--- config.mk ---
export PLATFORM = sky130hd
export DESIGN_NAME = port_pin_irq_control
export DESIGN_NICKNAME = d
export VERILOG_FILES = /design/src/rtl/port_pin_irq_pkg.sv /design/src/rtl/port_pin_irq_control.sv
export SDC_FILE = /design/constraint.sdc
export NUM_CORES = 1
export LEC_CHECK = 0
export ABC_AREA = 1
export BUFFER_PORTS_ARGS = -buffer_cell sky130_fd_sc_hd__buf_2
export CORE_MARGIN = 1
export CORE_UTILIZATION = 25
export DETAILED_ROUTE_END_ITERATION = 8
export GPL_ROUTABILITY_DRIVEN = 0
export GPL_TIMING_DRIVEN = 0
export HOLD_SLACK_MARGIN = 0.03
export SLEW_MARGIN = 20
export SYNTH_ARGS = -nofsm -noshare
export SYNTH_HDL_FRONTEND = slang
export SYNTH_SLANG_ARGS = --single-unit
--- constraint.sdc ---
create_clock -name clock -period 1.75 [get_ports clock]
set_input_delay 0.4375 -clock clock [delete_from_list [all_inputs] [get_ports clock]]
set_output_delay 0.4375 -clock clock [all_outputs]
set_load 0.01 [all_outputs]
--- src/rtl/port_pin_irq_pkg.sv ---
// Package: register map, field positions, reset values and carrier structs
package port_pin_irq_pkg;
  // ****************************************************
  // Register byte addresses
  // ****************************************************
  localparam logic [11:0] ADDR_PORT_T_DATA = 12'h240;
  localparam logic [11:0] ADDR_PORT_T_INPUT = 12'h244;
  localparam logic [11:0] ADDR_PORT_T_DIR = 12'h248;
  localparam logic [11:0] ADDR_MISC_CONFIG = 12'h250;
  localparam logic [11:0] ADDR_EXT_IRQ_CONTROL = 12'h254;
  localparam logic [11:0] ADDR_FACTORY_RESERVED = 12'h258;
  localparam logic [11:0] ADDR_IRQ_STATUS = 12'h25C;
  localparam logic [11:0] ADDR_IRQ_MASK = 12'h260;
  // ****************************************************
  // Field positions
  // ****************************************************
  localparam int OVERCURRENT_DETECT_ENABLE_BIT = 7;
  localparam int EDGE_ONLY_SELECT_BIT = 7;
  localparam int EXT_IRQ_CONNECT_BIT = 6;
  localparam int STAT_EXT_IRQ_BIT = 0;
  localparam int STAT_PIN_CHANGE_BIT = 1;
  // ****************************************************
  // Reset values
  // ****************************************************
  localparam logic [7:0] RST_PORT_T_DATA = 8'h00;
  localparam logic [7:0] RST_PORT_T_DIR = 8'h00;
  localparam logic [7:0] RST_MISC_CONFIG = 8'h00;
  localparam logic [7:0] RST_EXT_IRQ_CONTROL = 8'h00;
  localparam logic [7:0] RST_FACTORY_RESERVED = 8'h00;
  localparam logic [1:0] RST_IRQ_STATUS = 2'h0;
  localparam logic [1:0] RST_IRQ_MASK = 2'h0;
  localparam int PORT_T_WIDTH = 4;
  // ****************************************************
  // Carriers
  // ****************************************************
  // Per-pin peripheral requests for port T
  typedef struct packed {
    logic [3:0] spi_en;
    logic [3:0] spi_oe;
    logic [3:0] spi_out;
    logic [3:0] lin_en;
    logic [3:0] lin_oe;
    logic [3:0] lin_out;
    logic [3:0] uart0_en;
    logic [3:0] uart0_oe;
    logic [3:0] uart0_out;
    logic [3:0] lin_direct_drive_en;
    logic [3:0] lin_direct_drive_out;
    logic [3:0] timer_oc_en;
    logic [3:0] timer_oc_out;
    logic [3:0] pwm_en;
    logic [3:0] pwm_out;
    logic [3:0] high_side_driver_routed;
    logic [3:0] low_side_driver_routed;
    logic [3:0] lin_receive_out_used;
  } port_t_periph_s;
  // Pin-side drive of port T
  typedef struct packed {
    logic [3:0] out;
    logic [3:0] oe;
  } port_t_drive_s;
endpackage

--- src/rtl/port_pin_irq_control.sv ---
// Port T data path, external interrupt pin control and misc configuration
//
// The APB interface to the registers was chosen for this implementation.
`timescale 1ns/1ps
`default_nettype none
// Behaviour
// - misc bit 7 enables overcurrent detector
// - edge select one: falling edges only
// - edge select zero: low level recognised
// - edge latch held until reset, service or edge select cleared
// - edge select write-once normal, connect anytime
// - connect bit 6 links pin to interrupts
// - factory registers writable only in special mode
// - data read: register if output, else pin
// - GPIO output drives stored data bit
// - bits 3-2: SPI over LIN over timer over GPIO
// - bit 1: uart0/LIN direct over timer over GPIO
// - bit 0: uart0 over timer over GPIO
// - PWM only when no driver routed
// - timer compare only when no driver routed
// - timer capture only without LIN receive
// - input register always returns synchronised pin
module port_pin_irq_control #(
  parameter int WIDTH = port_pin_irq_pkg::PORT_T_WIDTH
) (
  input wire logic clock,
  input wire logic rst_n,
  input wire logic psel,
  input wire logic penable,
  input wire logic pwrite,
  input wire logic [11:0] paddr,
  input wire logic [31:0] pwdata,
  output logic [31:0] prdata,
  output logic pready,
  output logic pslverr,
  input wire logic special_mode,
  input wire logic ext_irq_pin,
  input wire logic ext_irq_service,
  input wire logic [3:0] port_t_in,
  input wire port_pin_irq_pkg::port_t_periph_s periph,
  output port_pin_irq_pkg::port_t_drive_s port_t_drive,
  output logic [3:0] timer_capture_in,
  output logic [3:0] timer_capture_valid,
  output logic overcurrent_detect_enable,
  output logic ext_irq_req,
  output logic irq
);
  // Per-pin peripheral carriers are four bits wide, so no other width is served
  if (WIDTH != 4) begin : g_width_check
    $error("port_pin_irq_control supports only WIDTH of 4");
  end

  // ****************************************************
  // State
  // ****************************************************
  logic [7:0] port_t_data_ff, nxt_port_t_data;
  logic [7:0] port_t_dir_ff, nxt_port_t_dir;
  logic [7:0] misc_config_ff, nxt_misc_config;
  logic edge_only_select_ff, nxt_edge_only_select;
  logic edge_locked_ff, nxt_edge_locked;
  logic ext_irq_connect_ff, nxt_ext_irq_connect;
  logic [7:0] factory_reserved_ff, nxt_factory_reserved;
  logic [1:0] irq_status_ff, nxt_irq_status;
  logic [1:0] irq_mask_ff, nxt_irq_mask;
  logic [3:0] pin_sync, pin_prev;
  logic irq_meta_ff, irq_sync_ff, irq_prev_ff;
  logic edge_latch_ff, nxt_edge_latch;
  logic [31:0] prdata_ff, nxt_prdata;
  logic pready_ff, nxt_pready;
  logic pslverr_ff, nxt_pslverr;
  logic ext_irq_req_ff, nxt_ext_irq_req;
  logic irq_ff, nxt_irq;

  logic wr_en, rd_en, hit;
  logic [3:0] data_rd;
  logic irq_fall;
  logic [7:0] ctl_rd;

  assign wr_en = psel && penable && pwrite && !pready_ff;
  assign rd_en = psel && penable && !pwrite && !pready_ff;

  // ****************************************************
  // Synchronisers
  // ****************************************************
  // Flops reset to the idle high level, so release makes no false fall
  always_ff @(posedge clock) begin
    if (!rst_n) begin
      irq_meta_ff <= 1'b1;
      irq_sync_ff <= 1'b1;
      irq_prev_ff <= 1'b1;
    end else begin
      irq_meta_ff <= ext_irq_pin;
      irq_sync_ff <= irq_meta_ff;
      irq_prev_ff <= irq_sync_ff;
    end
  end

  assign irq_fall = irq_prev_ff && !irq_sync_ff;
  // Read direction picks register bit or synchronised pin
  assign data_rd = (port_t_dir_ff[3:0] & port_t_data_ff[3:0])
                 | (~port_t_dir_ff[3:0] & pin_sync);
  assign ctl_rd = {edge_only_select_ff, ext_irq_connect_ff, 6'h00};

  // ****************************************************
  // Register file and APB
  // ****************************************************
  always_comb begin
    nxt_port_t_data = port_t_data_ff;
    nxt_port_t_dir = port_t_dir_ff;
    nxt_misc_config = misc_config_ff;
    nxt_edge_only_select = edge_only_select_ff;
    nxt_edge_locked = edge_locked_ff;
    nxt_ext_irq_connect = ext_irq_connect_ff;
    nxt_factory_reserved = factory_reserved_ff;
    nxt_irq_mask = irq_mask_ff;
    nxt_prdata = 32'h0000_0000;
    nxt_pready = psel && penable && !pready_ff;
    nxt_pslverr = 1'b0;
    hit = 1'b1;
    case (paddr)
      port_pin_irq_pkg::ADDR_PORT_T_DATA: nxt_prdata = {28'h0000000, data_rd};
      port_pin_irq_pkg::ADDR_PORT_T_INPUT: nxt_prdata = {28'h0000000, pin_sync};
      port_pin_irq_pkg::ADDR_PORT_T_DIR: nxt_prdata = {28'h0000000, port_t_dir_ff[3:0]};
      port_pin_irq_pkg::ADDR_MISC_CONFIG: nxt_prdata = {24'h000000, misc_config_ff};
      port_pin_irq_pkg::ADDR_EXT_IRQ_CONTROL: nxt_prdata = {24'h000000, ctl_rd};
      port_pin_irq_pkg::ADDR_FACTORY_RESERVED: nxt_prdata = {24'h000000, factory_reserved_ff};
      port_pin_irq_pkg::ADDR_IRQ_STATUS: nxt_prdata = {30'h00000000, irq_status_ff};
      port_pin_irq_pkg::ADDR_IRQ_MASK: nxt_prdata = {30'h00000000, irq_mask_ff};
      default: hit = 1'b0;
    endcase
    if (!rd_en) begin
      nxt_prdata = prdata_ff;
    end
    if ((rd_en || wr_en) && !hit) begin
      nxt_pslverr = 1'b1;
    end
    if (wr_en) begin
      case (paddr)
        port_pin_irq_pkg::ADDR_PORT_T_DATA: nxt_port_t_data = {4'h0, pwdata[3:0]};
        port_pin_irq_pkg::ADDR_PORT_T_DIR: nxt_port_t_dir = {4'h0, pwdata[3:0]};
        port_pin_irq_pkg::ADDR_MISC_CONFIG: begin
          nxt_misc_config = {pwdata[7], 7'h00};
        end
        port_pin_irq_pkg::ADDR_EXT_IRQ_CONTROL: begin
          nxt_ext_irq_connect = pwdata[port_pin_irq_pkg::EXT_IRQ_CONNECT_BIT];
          if (special_mode || !edge_locked_ff) begin
            nxt_edge_only_select = pwdata[port_pin_irq_pkg::EDGE_ONLY_SELECT_BIT];
            // Special-mode writes neither set nor clear the lock
            nxt_edge_locked = edge_locked_ff || !special_mode;
          end
        end
        port_pin_irq_pkg::ADDR_FACTORY_RESERVED: begin
          if (special_mode) begin
            nxt_factory_reserved = pwdata[7:0];
          end
        end
        port_pin_irq_pkg::ADDR_IRQ_MASK: nxt_irq_mask = pwdata[1:0];
        default: nxt_irq_mask = irq_mask_ff;
      endcase
    end
  end

  // ****************************************************
  // Interrupt pin and status
  // ****************************************************
  always_comb begin
    logic [1:0] clr;
    logic [1:0] set;
    clr = 2'h0;
    set = 2'h0;
    nxt_edge_latch = edge_latch_ff;
    if (!edge_only_select_ff || ext_irq_service) begin
      nxt_edge_latch = 1'b0;
    end
    if (edge_only_select_ff && irq_fall) begin
      nxt_edge_latch = 1'b1;
    end
    // Connect gates the pin into the interrupt logic
    if (!ext_irq_connect_ff) begin
      nxt_ext_irq_req = 1'b0;
    end else if (edge_only_select_ff) begin
      nxt_ext_irq_req = nxt_edge_latch;
    end else begin
      nxt_ext_irq_req = !irq_sync_ff;
    end
    if (wr_en && paddr == port_pin_irq_pkg::ADDR_IRQ_STATUS) begin
      clr = pwdata[1:0];
    end
    set[port_pin_irq_pkg::STAT_EXT_IRQ_BIT] = nxt_ext_irq_req && !ext_irq_req_ff;
    set[port_pin_irq_pkg::STAT_PIN_CHANGE_BIT] = |(pin_sync ^ pin_prev);
    // A set in the cycle of its clear wins, so no event is lost
    nxt_irq_status = (irq_status_ff & ~clr) | set;
    nxt_irq = |(nxt_irq_status & nxt_irq_mask);
  end

  always_ff @(posedge clock) begin
    if (!rst_n) begin
      irq_status_ff <= port_pin_irq_pkg::RST_IRQ_STATUS;
      edge_latch_ff <= 1'b0;
      ext_irq_req_ff <= 1'b0;
      irq_ff <= 1'b0;
    end else begin
      irq_status_ff <= nxt_irq_status;
      edge_latch_ff <= nxt_edge_latch;
      ext_irq_req_ff <= nxt_ext_irq_req;
      irq_ff <= nxt_irq;
    end
  end

  // ****************************************************
  // Port T pins, one slice per pin
  // ****************************************************
  for (genvar i = 0; i < WIDTH; i++) begin : g_pin
    logic meta_ff, sync_ff, prev_ff;
    logic drv_free, oc_ok;
    logic oe_ff, nxt_oe;
    logic out_ff, nxt_out;
    logic cap_in_ff, nxt_cap_in;
    logic cap_valid_ff, nxt_cap_valid;

    // Two flops against metastability, a third for change detection
    always_ff @(posedge clock) begin
      if (!rst_n) begin
        meta_ff <= 1'b0;
        sync_ff <= 1'b0;
        prev_ff <= 1'b0;
      end else begin
        meta_ff <= port_t_in[i];
        sync_ff <= meta_ff;
        prev_ff <= sync_ff;
      end
    end
    assign pin_sync[i] = sync_ff;
    assign pin_prev[i] = prev_ff;

    assign drv_free = !periph.high_side_driver_routed[i] && !periph.low_side_driver_routed[i];
    assign oc_ok = periph.timer_oc_en[i] && drv_free;

    always_comb begin
      // General-purpose default, stored bit on output
      nxt_oe = port_t_dir_ff[i];
      nxt_out = port_t_data_ff[i];
      if (periph.pwm_en[i] && drv_free) begin
        nxt_oe = 1'b1;
        nxt_out = periph.pwm_out[i];
      end
      if (oc_ok) begin
        nxt_oe = 1'b1;
        nxt_out = periph.timer_oc_out[i];
      end
      if (i >= 2) begin
        if (periph.spi_en[i]) begin
          nxt_oe = periph.spi_oe[i];
          nxt_out = periph.spi_out[i];
        end else if (periph.lin_en[i]) begin
          nxt_oe = periph.lin_oe[i];
          nxt_out = periph.lin_out[i];
        end
      end else if (periph.uart0_en[i]) begin
        nxt_oe = periph.uart0_oe[i];
        nxt_out = periph.uart0_out[i];
      end else if (i == 1 && periph.lin_direct_drive_en[i]) begin
        nxt_oe = 1'b1;
        nxt_out = periph.lin_direct_drive_out[i];
      end
      nxt_cap_in = sync_ff;
      // Capture is withheld while the LIN receiver owns the pin
      nxt_cap_valid = !periph.lin_receive_out_used[i];
    end

    always_ff @(posedge clock) begin
      if (!rst_n) begin
        oe_ff <= 1'b0;
        out_ff <= 1'b0;
        cap_in_ff <= 1'b0;
        cap_valid_ff <= 1'b0;
      end else begin
        oe_ff <= nxt_oe;
        out_ff <= nxt_out;
        cap_in_ff <= nxt_cap_in;
        cap_valid_ff <= nxt_cap_valid;
      end
    end
    assign port_t_drive.oe[i] = oe_ff;
    assign port_t_drive.out[i] = out_ff;
    assign timer_capture_in[i] = cap_in_ff;
    assign timer_capture_valid[i] = cap_valid_ff;
  end

  // ****************************************************
  // Registers
  // ****************************************************
  always_ff @(posedge clock) begin
    if (!rst_n) begin
      port_t_data_ff <= port_pin_irq_pkg::RST_PORT_T_DATA;
      port_t_dir_ff <= port_pin_irq_pkg::RST_PORT_T_DIR;
      misc_config_ff <= port_pin_irq_pkg::RST_MISC_CONFIG;
      edge_only_select_ff <= 1'b0;
      edge_locked_ff <= 1'b0;
      ext_irq_connect_ff <= 1'b0;
      factory_reserved_ff <= port_pin_irq_pkg::RST_FACTORY_RESERVED;
      irq_mask_ff <= port_pin_irq_pkg::RST_IRQ_MASK;
      prdata_ff <= 32'h0000_0000;
      pready_ff <= 1'b0;
      pslverr_ff <= 1'b0;
    end else begin
      port_t_data_ff <= nxt_port_t_data;
      port_t_dir_ff <= nxt_port_t_dir;
      misc_config_ff <= nxt_misc_config;
      edge_only_select_ff <= nxt_edge_only_select;
      edge_locked_ff <= nxt_edge_locked;
      ext_irq_connect_ff <= nxt_ext_irq_connect;
      factory_reserved_ff <= nxt_factory_reserved;
      irq_mask_ff <= nxt_irq_mask;
      prdata_ff <= nxt_prdata;
      pready_ff <= nxt_pready;
      pslverr_ff <= nxt_pslverr;
    end
  end

  assign prdata = prdata_ff;
  assign pready = pready_ff;
  assign pslverr = pslverr_ff;
  assign overcurrent_detect_enable =
    misc_config_ff[port_pin_irq_pkg::OVERCURRENT_DETECT_ENABLE_BIT];
  assign ext_irq_req = ext_irq_req_ff;
  assign irq = irq_ff;
endmodule
`default_nettype wire

==> flow_metrics.env <==
export IMPL_outcome="finished, final reports clean"
export IMPL_drt_iter0_drc=124
export IMPL_hold_viol_final=0
export IMPL_finalCritPeriodShare=0.8483
export IMPL_synth_area_top_cells="dfxtp_1 (39%), buf_4 (9.3%), nand2_1 (7.9%)"
export IMPL_drive_above_1_share=0.3295
export IMPL_combPwrFrac=0.100
export IMPL_async_flop_share=0
export IMPL_cp_max_fo=10
export IMPL_grt_max_degree=13
export IMPL_path_class="register to register"
export IMPL_cp_end_kind="register"
export IMPL_drc=0
export IMPL_min_period_ns=1.484
export IMPL_cap_violations=0
export IMPL_netlist_instances=455
export IMPL_syn2layout_area_growth_pct=36.02
export IMPL_clock_skew_final_ns=0.004738
export IMPL_seqPwrFrac=0.375
export IMPL_r2r_start="pready$_SDFF_PN0_"
export IMPL_pin_count=181
export IMPL_synth_area_sq_mm=0.003311
export IMPL_cts_clk_slew_worst_paths_ns=0.06
export IMPL_syn_avg_cell_area_sq_um=7.276
export IMPL_dr_pass1_iters=4
export IMPL_cts_tree="done"
export IMPL_dp_hpwl_mm=6.528
export IMPL_synth_main_ff_cell="dfxtp_1"
export IMPL_setup_tns_ns=0
export IMPL_worst_pin_slew_ns=0.5079
export IMPL_p_per_area_mw_per_mm2=895.4
export IMPL_vias=3087
export IMPL_worstHoldStart="periph[3]"
export IMPL_whs_path_depth=2
export IMPL_ys_types=37
export IMPL_whs_endpoint="g_pin[3].cap_valid_ff$_SDFF_PN0_"
export IMPL_p_switching_uw=905.2
export IMPL_ir_drop_uv=490.0
export IMPL_max_clock_freq_mhz=673.7
export IMPL_fp_coreArea_sq_mm=0.01277
export IMPL_grt_pass1_vias=2751
export IMPL_grt_antenna_before_repair=0
export IMPL_htree_levels=3
export IMPL_relSlewSlack=0.6614
export IMPL_startpoint_type="register"
export IMPL_wl_mm=8.254
export IMPL_cp_required_ns=2.02
export IMPL_post_cts_buffers=0
export IMPL_port_buffers=107
export IMPL_reg2regPathDepth=7
export IMPL_final_net_count=724
export IMPL_finalHoldWorstSlack_ns=0.2565
export IMPL_seq_area_sq_mm=0.001281
export IMPL_vias_per_cell=3.994
export IMPL_root_buffer="clkbuf_16"
export IMPL_arrival_ns=1.75
export IMPL_fp_dieW_um=117.1
export IMPL_synth_top_area_share=0.3870
export IMPL_synth_warnings=0
export IMPL_cts_hold_buffers_added=0
export IMPL_slew_viol_final=0
export IMPL_cts_buffers_inserted=9
export IMPL_yosysSeqAreaShare=0.3870
export IMPL_cts_sinks=64
export IMPL_ctsResizeCount=0
export IMPL_synth_top_area_cell="dfxtp_1"
export IMPL_fp_dieH_um=117.1
export IMPL_die_area_sq_mm=0.01371
export IMPL_r2r_slack_ns=0.27
export IMPL_sw_frac_of_total=0.2245
export IMPL_fillers=1361
export IMPL_synth_edf_count=0
export IMPL_finish_utilization=0.3525
export IMPL_antenna_cells=0
export IMPL_startpoint="pready$_SDFF_PN0_"
export IMPL_internal_power_mw=3.127
export IMPL_r2r_end="factory_reserved_ff[1]$_SDFFE_PN0P_"
export IMPL_num_rows=41
export IMPL_clock_path_buffers=2
export IMPL_setup_viol=0
export IMPL_multi_input_area_sq_mm=0.001490
export IMPL_wire_per_inst_um=10.68
export IMPL_hold_path_class="primary input to register"
export IMPL_grt_ovfl_total=0
export IMPL_track_usage=0.1262
export IMPL_grt_pass1_wl_mm=13.03
export IMPL_p_leak_nw=2.305
export IMPL_clock_latency_ns=0.33
export IMPL_ant_nets=0
export IMPL_start_util=0.2592
export IMPL_rsz0062_at_grt="false"
export IMPL_ys_ff_latch=64
export IMPL_p_clk_frac=0.525
## cell families (layout without fill, tap and decap cells)
group,Yosys count,after routing,synth area share
other cells,1,24,0.001133
xor+xnor,4,4,0.01058
simple gates,184,184,0.2804
flops,64,64,0.3870
buf+inv,122,245,0.1890
compound gates,80,80,0.1319
## layer usage
layer	GRT usage	vias up	part of all wire
met1	0.1554	1323	0.47
met4	0.04051	0	0.0041
met2	0.2118	82	0.47
met3	0.03656	4	0.060
met5	0	-	0
li1	-	1678	-
## power groups by stage
stage | clock network [mW] | registers (mW) | logic, mW
floorplan | 0 | 1.54 | 0.246
global placement | 0 | 1.54 | 0.404
detailed placement | 0 | 1.55 | 0.405
CTS | 2.17 | 1.51 | 0.407
global route | 2.22 | 1.52 | 0.459
finish | 2.12 | 1.51 | 0.403
## Yosys cell counts (2+ instances only)
cell,count
nand3_1,38
xor2_1,2
buf_2,3
nor3_1,5
a21oi_1,32
a21oi_2,2
o21ai_2,2
nor2_4,7
nor2_1,34
nor3_2,2
buf_4,41
nand4_1,11
clkbuf_1,5
nand2_2,2
or2_2,2
and2_1,2
dfxtp_1,64
a211oi_1,2
nand2_4,2
o211ai_1,3
nand2_1,70
nor2_2,4
o21ai_1,7
inv_1,69
xnor2_1,2
o21ai_0,29
nand3_2,3
## per-stage QoR
step                      worst slack [ns]  power, mW  cells  area, sq um
after floorplan                     0.3312      1.789    478         3397
after global placement             0.01134      1.949    757         4148
after detailed placement         -0.002425      1.951    757         4148
after CTS                           0.2528      4.091    773         4503
after global routing                0.1286      4.200    773         4503
final                               0.2656      4.032    773         4503
## final cells by class
cell class | instances | share of cell area
inverter | 71 | 0.05974
clock inverter | 6 | 0.02584
tap | 172 | 0.04779
clock buffer | 10 | 0.05307
buffer | 51 | 0.07919
timing repair buffer | 107 | 0.1189
multi-input combinational | 292 | 0.3309
sequential | 64 | 0.2845
## worst max-delay path by stage
stage                                           to  cells past startpoint
6_report       factory_reserved_ff[1]$_SDFFE_PN0P_                      7
5_1_grt                             irq$_SDFF_PN0_                      6
4_1_cts        factory_reserved_ff[6]$_SDFFE_PN0P_                      7
3_5_place_dp                prdata[1]$_SDFFE_PN0P_                     10
3_3_place_gp              edge_latch_ff$_SDFF_PN0_                      5
2_1_floorplan        port_t_dir_ff[1]$_SDFFE_PN0P_                      8
## cell usage in the layout, fill, tap and decap left out, types with 2 or more instances in the layout
cell / Yosys / layout
buf_2: 3 / 110
nor2_1: 34 / 34
or2_2: 2 / 2
buf_4: 41 / 41
o21ai_0: 29 / 29
dfxtp_1: 64 / 64
o211ai_1: 3 / 3
nand2_2: 2 / 2
conb_1: 1 / 24
inv_1: 69 / 69
o21ai_1: 7 / 7
nand2_1: 70 / 70
bufinv_16: 0 / 3
clkbuf_16: 0 / 9
nand3_2: 3 / 3
clkbuf_1: 5 / 5
nor2_4: 7 / 7
a21oi_2: 2 / 2
nand4_1: 11 / 11
o21ai_2: 2 / 2
nor3_1: 5 / 5
a21oi_1: 32 / 32
a211oi_1: 2 / 2
xnor2_1: 2 / 2
and2_1: 2 / 2
nor3_2: 2 / 2
xor2_1: 2 / 2
nand2_4: 2 / 2
clkinv_4: 0 / 3
nor2_2: 4 / 4
nand3_1: 38 / 38
## critical path: stages (launching register included)
cell and delay (ns):
dfxtp_1 0.31, nand3b_4 0.18, nor2_4 0.25, nand2_2 0.19
nor2_4 0.15, buf_6 0.16, o21ai_2 0.06, a21oi_2 0.11
Power figures use the tool's default switching activity.
